`src/pkg/mfr_cmd_map.svh`:
```
// Command codes, reset values and timing constants of the maker command space.
`ifndef MFR_CMD_MAP_SVH
`define MFR_CMD_MAP_SVH
`define C_CLEAR_FAULTS 8'h03
`define C_STORE_ALL    8'h15
`define C_RESTORE_ALL  8'h16
`define C_STATUS_COMM  8'h7e
`define C_PWM_CFG      8'hd4
`define C_ALARM_RESP   8'hd5
`define C_OT_RESP      8'hd6
`define C_IOUT_PK      8'hd7
`define C_ADC_SEL      8'hd8
`define C_VOFF         8'hda
`define C_RETRY        8'hdb
`define C_RESTART      8'hdc
`define C_VOUT_PK      8'hdd
`define C_VIN_PK       8'hde
`define C_TEXT_PK      8'hdf
`define C_IIN_PK       8'he1
`define C_CLR_PEAKS    8'he3
`define C_ICHIP        8'he4
`define C_PADS         8'he5
`define C_BUS_ADDR     8'he6
`define C_SPECIAL      8'he7
`define C_IIN_CAL      8'he8
`define C_LOG_STORE    8'hea
`define C_LOG_ERASE    8'hec
`define C_LOG_READ     8'hee
`define C_COMMON       8'hef
`define C_COMPARE      8'hf0
`define C_TDIE_PK      8'hf4
`define C_PHASE_CFG    8'hf5
`define C_TEMPCO       8'hf6
`define C_RVIN         8'hf7
`define C_TGAIN        8'hf8
`define C_TOFFSET      8'hf9
`define C_RAIL_ADDR    8'hfa
`define C_SOFT_RESET   8'hfd
`define R_PWM_CFG      8'hc1
`define R_ALARM_RESP   8'hc0
`define R_OT_RESP      8'hc0
`define R_ADC_SEL      8'h00
`define R_VOFF         16'h019a
`define R_RETRY        16'hfabc
`define R_RESTART      16'hfbe8
`define R_BUS_ADDR     8'h4f
`define R_IIN_CAL      16'hca80
`define R_PHASE_CFG    8'h10
`define R_TEMPCO       16'h0f3c
`define R_RVIN         16'h0be8
`define R_TGAIN        16'h4000
`define R_TOFFSET      16'h8000
`define R_RAIL_ADDR    8'h80
`define CML_WR_BAD_BIT 6
`define MS_NS          1000000
`define CLK_NS         8
`endif

```
`src/pkg/mfr_cmd_pkg.sv`:
```
// Types shared by the maker command space.
package mfr_cmd_pkg;
`include "mfr_cmd_map.svh"
   typedef enum logic [1:0] {K_SEND, K_WRITE, K_READ, K_IDLE} cmd_kind_t;
   typedef enum logic [2:0] {T_VOUT, T_IOUT, T_VIN, T_IIN, T_TEXT, T_TDIE, T_ICHIP, T_NONE}
      tel_sel_t;
   typedef struct packed {
      logic [1:0][7:0]  pwm;
      logic [1:0][7:0]  alarm_resp;
      logic [1:0][15:0] voff;
      logic [1:0][15:0] retry;
      logic [1:0][15:0] restart;
      logic [7:0]       bus_addr;
      logic [15:0]      iin_cal;
      logic [7:0]       phase;
      logic [1:0][15:0] tempco;
      logic [15:0]      rvin;
      logic [1:0][15:0] tgain;
      logic [1:0][15:0] toffset;
      logic [1:0][7:0]  rail;
   } cfg_t;
   function automatic cfg_t cfg_default();
      cfg_t c;
      c.pwm        = {2{`R_PWM_CFG}};
      c.alarm_resp = {2{`R_ALARM_RESP}};
      c.voff       = {2{`R_VOFF}};
      c.retry      = {2{`R_RETRY}};
      c.restart    = {2{`R_RESTART}};
      c.bus_addr   = `R_BUS_ADDR;
      c.iin_cal    = `R_IIN_CAL;
      c.phase      = `R_PHASE_CFG;
      c.tempco     = {2{`R_TEMPCO}};
      c.rvin       = `R_RVIN;
      c.tgain      = {2{`R_TGAIN}};
      c.toffset    = {2{`R_TOFFSET}};
      c.rail       = {2{`R_RAIL_ADDR}};
      return c;
   endfunction
endpackage

```
`src/core/mfr_cmd_space.sv`:
```
// Maker command space: configuration, peak telemetry, fault log, NVM and timers.
`timescale 1ns/10ps
// Contract
// - Per channel keep peak output current and voltage; read-only words.
// - Keep peak input voltage and input current; non-paged read-only words.
// - Keep peak external temperature per channel and peak die temperature.
// - Peak-clear send byte empties every stored peak.
// - Fast ADC select byte, default zero, never saved to NVM.
// - In sequenced off keep modulator on until output voltage below threshold.
// - Wait programmed retry interval in ms before each retry.
// - Hold run pin low at least the programmed restart delay in ms.
// - Take per-channel configured action when shared alarm pin goes low.
// - Report overtemperature action as read-only byte 0xc0.
// - Answer on 7-bit bus address from NVM-backed byte, default 0x4f.
// - Also answer on rail address, default 0x80.
// - Log-store send byte copies RAM fault log into NVM.
// - Log-clear send byte initialises the NVM log region.
// - Fault log is returned by block read.
// - Compare send byte checks working commands against NVM copy.
// - Reset send byte performs full reset without power cycle.
// - Store-all saves, restore-all reloads NVM-flagged commands only.
// - Reading unlisted codes does not disturb operation.
// - Writing an unlisted or read-only code sets status bit 6.
// - Return read-only special code word and pad state word.
// - Linear words: 5-bit signed exponent, 11-bit signed mantissa.
// - Output voltage words: unsigned, fixed exponent -12.
module mfr_cmd_space
   import mfr_cmd_pkg::*;
#(
   parameter int          LOG_DEPTH    = 16,
   parameter int          MS_CYCLES    = `MS_NS / `CLK_NS,
   parameter logic [15:0] SPECIAL_CODE = 16'h5a5a // Arbitrary value.
)(
   input  wire logic        SYS_CLK,
   input  wire logic        ARST_N,
   input  wire logic        CE,
   input  wire logic        CMD_VALID,
   input  wire logic [1:0]  CMD_KIND,
   input  wire logic [7:0]  CMD_CODE,
   input  wire logic        CMD_PAGE,
   input  wire logic [15:0] CMD_WDATA,
   input  wire logic [7:0]  CMD_BIDX,
   output logic             RD_VALID,
   output logic [15:0]      RD_DATA,
   input  wire logic [6:0]  ADDR_CHECK,
   output logic             ADDR_HIT,
   input  wire logic        TEL_VALID,
   input  wire logic [2:0]  TEL_SEL,
   input  wire logic        TEL_CHAN,
   input  wire logic [15:0] TEL_DATA,
   output logic [7:0]       ADC_FAST_SEL,
   input  wire logic        LOG_WR,
   input  wire logic [7:0]  LOG_BYTE,
   input  wire logic        ALARM_N_I,
   output logic [1:0]       ALARM_ACT,
   output logic [15:0]      ALARM_RESP,
   input  wire logic [1:0]  FAULT_OFF,
   output logic [1:0]       RETRY_GO,
   input  wire logic [1:0]  RUN_PULL,
   input  wire logic [1:0]  RUN_I,
   output logic [1:0]       RUN_O,
   output logic [1:0]       RUN_OE_N,
   input  wire logic [1:0]  SEQ_OFF,
   output logic [1:0]       MOD_ENABLE,
   output logic [7:0]       CML_STATUS,
   output logic             NVM_MISMATCH
);
   localparam int MSW = $clog2(MS_CYCLES + 1);

   typedef struct packed {
      cfg_t                        cfg;
      cfg_t                        nvm;
      logic [7:0]                  adc_sel;
      logic [1:0][15:0]            ipk;
      logic [1:0][15:0]            vpk;
      logic [1:0][15:0]            tpk;
      logic [1:0][15:0]            vlast;
      logic [15:0]                 vinpk;
      logic [15:0]                 iinpk;
      logic [15:0]                 diepk;
      logic [15:0]                 ichip;
      logic [8:0]                  pk_vld;
      logic [7:0]                  comm_memory_logic_status;
      logic                        mismatch;
      logic [LOG_DEPTH-1:0][7:0]   lram;
      logic [LOG_DEPTH-1:0][7:0]   lnvm;
      logic [1:0][15:0]            rty_cnt;
      logic [1:0][15:0]            rst_cnt;
      logic [1:0]                  rty_run;
      logic [1:0]                  run_low;
      logic [MSW-1:0]              ms_div;
      logic                        alarm_q;
      logic [1:0]                  alarm_act;
      logic [1:0]                  retry_go;
      logic [1:0]                  mod_en;
      logic                        rd_valid;
      logic [15:0]                 rd_data;
   } state_t;

   // *****************************************************************
   // Reset release and helper functions
   // *****************************************************************
   logic [1:0] rst_sync;
   logic       rst_n;
   state_t     s_reg;
   state_t     s_next;
   logic       tick;

   always_ff @(posedge SYS_CLK or negedge ARST_N)
   begin
      if (!ARST_N)
         rst_sync <= 2'b00;
      else
         rst_sync <= {rst_sync[0], 1'b1};
   end
   assign rst_n = rst_sync[1];

   function automatic state_t state_init();
      state_t r;
      r         = '0;
      r.cfg     = cfg_default();
      r.nvm     = cfg_default();
      r.adc_sel = `R_ADC_SEL;
      r.alarm_q = 1'b1;
      return r;
   endfunction
   localparam state_t S_INIT = state_init();

   // Decoded value of an exponent/mantissa word, scaled by 2^16.
   function automatic logic signed [47:0] lin_val(input logic [15:0] w);
      logic [4:0] sh;
      sh = w[15:11] + 5'd16;
      return $signed({{37{w[10]}}, w[10:0]}) <<< sh;
   endfunction

   // Whole milliseconds of a positive linear word, clipped to 16 bits.
   function automatic logic [15:0] lin_ms(input logic [15:0] w);
      logic signed [47:0] v;
      v = lin_val(w) >>> 16;
      if (v < 0)
         return 16'h0000;
      else if (v > 48'sd65535)
         return 16'hffff;
      return v[15:0];
   endfunction

   function automatic logic peak_take(input logic [15:0] nw, input logic [15:0] old,
                                      input logic vld, input logic unsig);
      if (!vld)
         return 1'b1;
      if (unsig)
         return nw > old;
      return lin_val(nw) > lin_val(old);
   endfunction

   // *****************************************************************
   // Next-state logic
   // *****************************************************************
   always_comb
   begin
      logic       ch;
      logic       wr;
      logic       rd;
      logic       sd;
      logic [7:0] bi;
      s_next = s_reg;
      ch     = CMD_PAGE;
      wr     = CMD_VALID && CMD_KIND == K_WRITE;
      rd     = CMD_VALID && CMD_KIND == K_READ;
      sd     = CMD_VALID && CMD_KIND == K_SEND;
      bi     = CMD_BIDX - 8'd1;
      s_next.rd_valid  = rd;
      s_next.alarm_act = 2'b00;
      s_next.retry_go  = 2'b00;
      s_next.alarm_q   = ALARM_N_I;
      tick             = s_reg.ms_div == MSW'(MS_CYCLES - 1);
      s_next.ms_div    = tick ? '0 : s_reg.ms_div + MSW'(1);

      // Telemetry peaks, cleared state loads the first fresh sample.
      if (TEL_VALID)
      begin
         unique case (tel_sel_t'(TEL_SEL))
            T_VOUT:
            begin
               s_next.vlast[TEL_CHAN] = TEL_DATA;
               if (peak_take(TEL_DATA, s_reg.vpk[TEL_CHAN], s_reg.pk_vld[{2'd1, TEL_CHAN}],
                             1'b1))
               begin
                  s_next.vpk[TEL_CHAN] = TEL_DATA;
                  s_next.pk_vld[{2'd1, TEL_CHAN}] = 1'b1;
               end
            end
            T_IOUT:
               if (peak_take(TEL_DATA, s_reg.ipk[TEL_CHAN], s_reg.pk_vld[{2'd0, TEL_CHAN}],
                             1'b0))
               begin
                  s_next.ipk[TEL_CHAN] = TEL_DATA;
                  s_next.pk_vld[{2'd0, TEL_CHAN}] = 1'b1;
               end
            T_TEXT:
               if (peak_take(TEL_DATA, s_reg.tpk[TEL_CHAN], s_reg.pk_vld[{2'd2, TEL_CHAN}],
                             1'b0))
               begin
                  s_next.tpk[TEL_CHAN] = TEL_DATA;
                  s_next.pk_vld[{2'd2, TEL_CHAN}] = 1'b1;
               end
            T_VIN:
               if (peak_take(TEL_DATA, s_reg.vinpk, s_reg.pk_vld[6], 1'b0))
               begin
                  s_next.vinpk = TEL_DATA;
                  s_next.pk_vld[6] = 1'b1;
               end
            T_IIN:
               if (peak_take(TEL_DATA, s_reg.iinpk, s_reg.pk_vld[7], 1'b0))
               begin
                  s_next.iinpk = TEL_DATA;
                  s_next.pk_vld[7] = 1'b1;
               end
            T_TDIE:
               if (peak_take(TEL_DATA, s_reg.diepk, s_reg.pk_vld[8], 1'b0))
               begin
                  s_next.diepk = TEL_DATA;
                  s_next.pk_vld[8] = 1'b1;
               end
            T_ICHIP:
               s_next.ichip = TEL_DATA;
            default:
               s_next.ichip = s_reg.ichip;
         endcase
      end

      if (LOG_WR)
         s_next.lram = {s_reg.lram[LOG_DEPTH-2:0], LOG_BYTE};

      // Alarm pin, retry and restart timers per channel.
      for (int c = 0; c < 2; c++)
      begin
         if (s_reg.alarm_q && !ALARM_N_I)
            s_next.alarm_act[c] = 1'b1;
         if (FAULT_OFF[c])
         begin
            s_next.rty_run[c] = 1'b1;
            s_next.rty_cnt[c] = lin_ms(s_reg.cfg.retry[c]);
         end
         else if (s_reg.rty_run[c] && tick)
         begin
            if (s_reg.rty_cnt[c] == 16'h0000)
            begin
               s_next.rty_run[c]  = 1'b0;
               s_next.retry_go[c] = 1'b1;
            end
            else
               s_next.rty_cnt[c] = s_reg.rty_cnt[c] - 16'd1;
         end
         if (RUN_PULL[c] && !s_reg.run_low[c])
         begin
            s_next.run_low[c] = 1'b1;
            s_next.rst_cnt[c] = lin_ms(s_reg.cfg.restart[c]);
         end
         else if (s_reg.run_low[c])
         begin
            if (s_reg.rst_cnt[c] != 16'h0000)
               s_next.rst_cnt[c] = tick ? s_reg.rst_cnt[c] - 16'd1 : s_reg.rst_cnt[c];
            // Releasing only on a tick keeps the pin low for the whole count.
            else if (!RUN_PULL[c] && tick)
               s_next.run_low[c] = 1'b0;
         end
         s_next.mod_en[c] = !SEQ_OFF[c] || s_reg.vlast[c] > s_reg.cfg.voff[c];
      end

      // Register reads; unlisted codes read as zero without side effects.
      s_next.rd_data = 16'h0000;
      if (rd)
      begin
         unique case (CMD_CODE)
            `C_PWM_CFG:    s_next.rd_data = {8'h00, s_reg.cfg.pwm[ch]};
            `C_ALARM_RESP: s_next.rd_data = {8'h00, s_reg.cfg.alarm_resp[ch]};
            `C_OT_RESP:    s_next.rd_data = {8'h00, `R_OT_RESP};
            `C_IOUT_PK:    s_next.rd_data = s_reg.ipk[ch];
            `C_ADC_SEL:    s_next.rd_data = {8'h00, s_reg.adc_sel};
            `C_VOFF:       s_next.rd_data = s_reg.cfg.voff[ch];
            `C_RETRY:      s_next.rd_data = s_reg.cfg.retry[ch];
            `C_RESTART:    s_next.rd_data = s_reg.cfg.restart[ch];
            `C_VOUT_PK:    s_next.rd_data = s_reg.vpk[ch];
            `C_VIN_PK:     s_next.rd_data = s_reg.vinpk;
            `C_TEXT_PK:    s_next.rd_data = s_reg.tpk[ch];
            `C_IIN_PK:     s_next.rd_data = s_reg.iinpk;
            `C_ICHIP:      s_next.rd_data = s_reg.ichip;
            `C_PADS:       s_next.rd_data = {11'h000, ALARM_N_I, RUN_I, s_reg.run_low};
            `C_BUS_ADDR:   s_next.rd_data = {8'h00, s_reg.cfg.bus_addr};
            `C_SPECIAL:    s_next.rd_data = SPECIAL_CODE;
            `C_IIN_CAL:    s_next.rd_data = s_reg.cfg.iin_cal;
            `C_LOG_READ:   s_next.rd_data = CMD_BIDX == 8'h00 ? 16'(LOG_DEPTH) :
                              (32'(bi) < LOG_DEPTH ? {8'h00, s_reg.lnvm[bi]} : 16'h0000);
            `C_COMMON:     s_next.rd_data = {15'h0000, s_reg.mismatch};
            `C_STATUS_COMM: s_next.rd_data = {8'h00, s_reg.comm_memory_logic_status};
            `C_TDIE_PK:    s_next.rd_data = s_reg.diepk;
            `C_PHASE_CFG:  s_next.rd_data = {8'h00, s_reg.cfg.phase};
            `C_TEMPCO:     s_next.rd_data = s_reg.cfg.tempco[ch];
            `C_RVIN:       s_next.rd_data = s_reg.cfg.rvin;
            `C_TGAIN:      s_next.rd_data = s_reg.cfg.tgain[ch];
            `C_TOFFSET:    s_next.rd_data = s_reg.cfg.toffset[ch];
            `C_RAIL_ADDR:  s_next.rd_data = {8'h00, s_reg.cfg.rail[ch]};
            default:       s_next.rd_data = 16'h0000;
         endcase
      end

      // Register writes; anything not writable flags a memory/logic fault.
      if (wr)
      begin
         unique case (CMD_CODE)
            `C_PWM_CFG:    s_next.cfg.pwm[ch] = CMD_WDATA[7:0];
            `C_ALARM_RESP: s_next.cfg.alarm_resp[ch] = CMD_WDATA[7:0];
            `C_ADC_SEL:    s_next.adc_sel = CMD_WDATA[7:0];
            `C_VOFF:       s_next.cfg.voff[ch] = CMD_WDATA;
            `C_RETRY:      s_next.cfg.retry[ch] = CMD_WDATA;
            `C_RESTART:    s_next.cfg.restart[ch] = CMD_WDATA;
            `C_BUS_ADDR:   s_next.cfg.bus_addr = CMD_WDATA[7:0];
            `C_IIN_CAL:    s_next.cfg.iin_cal = CMD_WDATA;
            `C_PHASE_CFG:  s_next.cfg.phase = CMD_WDATA[7:0];
            `C_TEMPCO:     s_next.cfg.tempco[ch] = CMD_WDATA;
            `C_RVIN:       s_next.cfg.rvin = CMD_WDATA;
            `C_TGAIN:      s_next.cfg.tgain[ch] = CMD_WDATA;
            `C_TOFFSET:    s_next.cfg.toffset[ch] = CMD_WDATA;
            `C_RAIL_ADDR:  s_next.cfg.rail[ch] = CMD_WDATA[7:0];
            default:       s_next.comm_memory_logic_status[`CML_WR_BAD_BIT] = 1'b1;
         endcase
      end

      // Send-byte commands.
      if (sd)
      begin
         unique case (CMD_CODE)
            `C_CLEAR_FAULTS: s_next.comm_memory_logic_status = 8'h00;
            `C_CLR_PEAKS:    s_next.pk_vld = '0;
            `C_LOG_STORE:    s_next.lnvm = s_reg.lram;
            `C_LOG_ERASE:    s_next.lnvm = '1;
            `C_COMPARE:      s_next.mismatch = s_reg.cfg != s_reg.nvm;
            `C_STORE_ALL:    s_next.nvm = s_reg.cfg;
            `C_RESTORE_ALL:  s_next.cfg = s_reg.nvm;
            `C_SOFT_RESET:
            begin
               s_next      = state_init();
               s_next.nvm  = s_reg.nvm;
               s_next.cfg  = s_reg.nvm;
               s_next.lnvm = s_reg.lnvm;
            end
            default:         s_next.comm_memory_logic_status[`CML_WR_BAD_BIT] = 1'b1;
         endcase
      end
   end

   always_ff @(posedge SYS_CLK or negedge rst_n)
   begin
      if (!rst_n)
         s_reg <= S_INIT;
      else if (CE)
         s_reg <= s_next;
   end

   // *****************************************************************
   // Outputs
   // *****************************************************************
   assign RD_VALID     = s_reg.rd_valid;
   assign RD_DATA      = s_reg.rd_data;
   assign ADDR_HIT     = ADDR_CHECK == s_reg.cfg.bus_addr[6:0] ||
                         (!s_reg.cfg.rail[0][7] && ADDR_CHECK == s_reg.cfg.rail[0][6:0]) ||
                         (!s_reg.cfg.rail[1][7] && ADDR_CHECK == s_reg.cfg.rail[1][6:0]);
   assign ADC_FAST_SEL = s_reg.adc_sel;
   assign ALARM_ACT    = s_reg.alarm_act;
   assign ALARM_RESP   = s_reg.cfg.alarm_resp;
   assign RETRY_GO     = s_reg.retry_go;
   assign RUN_O        = 2'b00;
   assign RUN_OE_N     = ~s_reg.run_low;
   assign MOD_ENABLE   = s_reg.mod_en;
   assign CML_STATUS   = s_reg.comm_memory_logic_status;
   assign NVM_MISMATCH = s_reg.mismatch;
endmodule

```
`config.mk`:
```
export PLATFORM = sky130hd
export DESIGN_NAME = mfr_cmd_space
export DESIGN_NICKNAME = d
export VERILOG_FILES = /design/src/pkg/mfr_cmd_pkg.sv /design/src/core/mfr_cmd_space.sv
export VERILOG_INCLUDE_DIRS = /design/src /design/src/pkg
export SDC_FILE = /design/constraint.sdc
export NUM_CORES = 2
export LEC_CHECK = 0
export BUFFER_PORTS_ARGS = -buffer_cell sky130_fd_sc_hd__buf_2
export CORE_UTILIZATION = 55
export DETAILED_ROUTE_END_ITERATION = 8
export PLACE_DENSITY = 0.74
export REMOVE_ABC_BUFFERS = 1
export SLEW_MARGIN = 40
export SYNTH_ARGS = -nofsm -noshare
export SYNTH_HDL_FRONTEND = slang
export SYNTH_SLANG_ARGS = --single-unit
```
`constraint.sdc`:
```
create_clock -name SYS_CLK -period 32.1 [get_ports SYS_CLK]
set_clock_uncertainty 0.05 [all_clocks]
set_input_delay 6.42 -clock SYS_CLK [delete_from_list [all_inputs] [get_ports SYS_CLK]]
set_output_delay 6.42 -clock SYS_CLK [all_outputs]
set_load 0.02 [all_outputs]
```
==> run_results.csv <==
group,metric,value,unit
outcome,status,"complete, but fails checks",
outcome,violations,"design-rule violations",
sta,slew_viol_final,0,
cells_and_area,finalNetCount,8259,
place,dp_slack,18.05,ns
cells_and_area,drive_above_1_share,12.4,%
critical_path,reg2reg_setup_slack,25.96,ns
cells_and_area,postLayoutCoreUtil,60.7,%
power_and_ir_drop,worst_ir_drop_vdd,0.0518,mV
critical_path,crit_path_end_kind,"primary output",
critical_path,worstSetupEndpoint,"ADDR_HIT",
cells_and_area,mostFrequentLayoutCells,"1603 x nand2_1, 941 x dfrtp_1, 691 x a21oi_1, 588 x nor2_1, 408 x o21ai_0",
min_path,hold_class,"register to asynchronous set/reset pin",
die,io_pins,146,
detailed_routing,viasPerCell,6.96,
synthesis,synth-simple-area-share,16.7,%
global_routing,grt_usage,43.8,%
synthesis,synth_xor_area_share,3.90,%
synthesis,synth_mux_area_share,6.83,%
die,rows,131,
clock_tree,cts_resized,0,
sta,worst_slew_margin_rel,27.4,%
critical_path,cp.arrival,7.57,ns
cells_and_area,multiInputGateArea,0.0391,mm²
power_and_ir_drop,power.density,61.5,mW/mm²
die,die_area,0.130,mm²
sta,final.min_clock_period,14.04,ns
synthesis,synth_compound_area_share,22.4,%
place,io_buffer_count,136,
sta,fin_setup_tns,0,ns
place,gp_congestion,1.07,
clock_tree,cts_tree,"yes",
synthesis,synthArstFlopShare,100,%
cells_and_area,final_common_cell,"nand2_1",
clock_tree,clock_latency,0.81,ns
cells_and_area,largest_reg_flops,1103,
clock_tree,cts_setup_buffers,0,
critical_path,r2r_end,"s_reg[439]",
power_and_ir_drop,seq_power_share,38.4,%
synthesis,ys_seq_area_share,41.1,%
global_routing,grt_pass1_wl,424000,µm
sta,rsz0062_at_grt,"false",
detailed_routing,antenna_left,0,
critical_path,startpoint,"ADDR_CHECK[5]",
critical_path,rr_worst_depth,18,
power_and_ir_drop,intPower,0.00300,W
synthesis,ys.flop_type,"dfrtp_1",
cells_and_area,fillers,10900,
critical_path,critPathMaxFanout,3,
synthesis,synth_area_per_cell,8.73,µm²
clock_tree,htreeDepth,4,
global_routing,grt_max_degree,156,
global_routing,antenna_found_initial,14,
sta,fin_crit_sh,43.7,%
critical_path,crit_required,25.63,ns
sta,tightestPinTransition,1.09,ns
sta,finalHoldViolCount,0,
clock_tree,cts-hold-fix-buffers,0,
place,dpl.hpwl,202000,µm
detailed_routing,drt_iter0_markers,11400,
detailed_routing,totalWireLength,292000,µm
sta,setup_slack,18.06,ns
detailed_routing,via_count,67500,
detailed_routing,drc_errors,5,
clock_tree,clock_path_buffers,3,
sta,finalSetupViolations,0,
global_routing,grt-ovfl-total,0,
die,core_area,0.128,mm²
clock_tree,clk_pin_slew,0.06,ns
power_and_ir_drop,switching_share,37.1,%
job,maxCapViolations,0,
synthesis,synth_top_family_by_area,"compound AO/OA/AOI/OAI gates",
power_and_ir_drop,pwr-share-clk,32.5,%
cells_and_area,area_delta_synth_final,9.29,%
critical_path,cp-start-kind,"input port",
synthesis,synth_area,0.0709,mm²
synthesis,yosysWarnings,0,
synthesis,syn_inst,8127,
power_and_ir_drop,pwr-share-comb,29.1,%
clock_tree,cts_buffers,132,
synthesis,synth_edf_count,0,
power_and_ir_drop,leakage,34.5,nW
power_and_ir_drop,p_switching,0.00177,W
global_routing,grt_pass1_vias,62600,
detailed_routing,first_pass_iters,9,
synthesis,synth_cell_types,96,
die,die_y,361,µm
critical_path,critPathKind,"input port to primary output",
sta,fmax,71.2,MHz
cells_and_area,ff_latch_area,0.0291,mm²
die,die_w,361,µm
synthesis,synth-seq-cells,1153,
critical_path,r2r_start,"s_reg[442]",
die,initial_core_util,55.5,%
power_and_ir_drop,total_power,0.00477,W
clock_tree,clkSinkCount,1153,
detailed_routing,wl_per_cell,30.1,µm
synthesis,post_synth_fa_ha_maj_area_fraction,4.57,%
clock_tree,cts_root_buf,"clkbuf_16",
-- final cells by class --
class | instances | share of cell area, %
clock inverters | 45 | 0.914
clock buffers | 197 | 4.86
flip-flops and latches | 1153 | 37.6
diodes | 9 | 0.0291
well taps | 1662 | 2.68
repair buffers | 291 | 2.75
multi-input cells | 6200 | 50.5
inverters | 140 | 0.685
-- power groups by stage --
stage	registers [W]	clock network, W	logic, W
2_1_floorplan	0.00177	0	0.000899
3_3_place_gp	0.00183	0	0.00131
5_1_grt	0.00184	0.00161	0.00151
4_1_cts	0.00181	0.00155	0.00134
6_report	0.00183	0.00155	0.00139
3_5_place_dp	0.00184	0	0.00133
-- worst min-delay path by stage --
stage           startpoint           to  slack (ns)  cells after the start
5_1_grt        rst_sync[1]   s_reg[638]        0.23                      0
6_report       rst_sync[1]   s_reg[246]        0.20                      0
3_3_place_gp   rst_sync[0]  rst_sync[1]        0.29                      0
2_1_floorplan  rst_sync[0]  rst_sync[1]        0.28                      0
4_1_cts        rst_sync[0]  rst_sync[1]        0.30                      0
3_5_place_dp   rst_sync[0]  rst_sync[1]        0.29                      0
-- worst max-delay path, stage by stage --
cell	delay, ns
buf_2	0.13
xnor2_1	0.16
nand4_1	0.14
nor4_1	0.34
a21oi_1	0.09
o41ai_1	0.07
buf_2	0.22
-- stage by stage --
step	area, µm²	hold WS, ns	cells
finish	77500	0.196	9697
global route	77500	0.228	9689
CTS	77300	0.297	9685
detailed placement	72800	0.291	9443
global placement	72300	0.291	9432
floorplan	68200	0.281	7493
-- metal layers --
metal	vias to the layer above	track usage, %	routed length [µm]
li1	28900	-	-
met1	32900	57.2	111000
met2	4570	62.0	120000
met3	1109	15.3	39200
met4	20	27.5	21900
met5	-	0	139
-- logic make-up (layout without fill, tap and decap cells) --
| family | Yosys count | after routing |
|---|---|---|
| mux | 398 | 398 |
| compound gates | 2419 | 2419 |
| simple gates | 2797 | 2797 |
| flops | 1153 | 1153 |
| other cells | 2 | 19 |
| xor+xnor | 316 | 316 |
| buf+inv | 782 | 673 |
| fa+ha+maj | 260 | 260 |
-- synth_stat cells, types with 16 or more instances --
cell type	instances	area share, %
a211oi_1	36	0.38
a21o_1	110	1.2
a21oi_1	700	4.9
a221o_1	16	0.23
a221oi_1	50	0.62
a222oi_1	37	0.52
a22o_1	102	1.3
a22o_2	20	0.28
a22oi_1	141	1.5
a31oi_1	49	0.43
a32o_1	21	0.30
and2_1	17	0.15
and3_1	21	0.19
buf_1	54	0.29
buf_4	62	0.66
clkbuf_1	507	2.7
dfrtp_1	944	33
dfstp_2	209	7.7
ha_1	256	4.5
inv_1	132	0.70
mux2_2	83	1.3
mux2i_1	252	3.6
mux4_2	58	1.8
nand2_1	1605	8.5
nand2b_1	39	0.34
nand3_1	80	0.56
nand4_1	111	0.98
nor2_1	611	3.2
nor2b_1	54	0.48
nor3_1	96	0.68
nor4_1	86	0.76
o211ai_1	17	0.18
o21a_1	44	0.47
o21ai_0	421	3.0
o221ai_1	16	0.20
o22a_1	135	1.7
o22ai_1	268	2.4
o2bb2ai_1	70	0.86
o31ai_1	16	0.17
or3_1	16	0.14
xnor2_1	136	1.7
xor2_1	180	2.2
(Power assumes the default switching activity.)
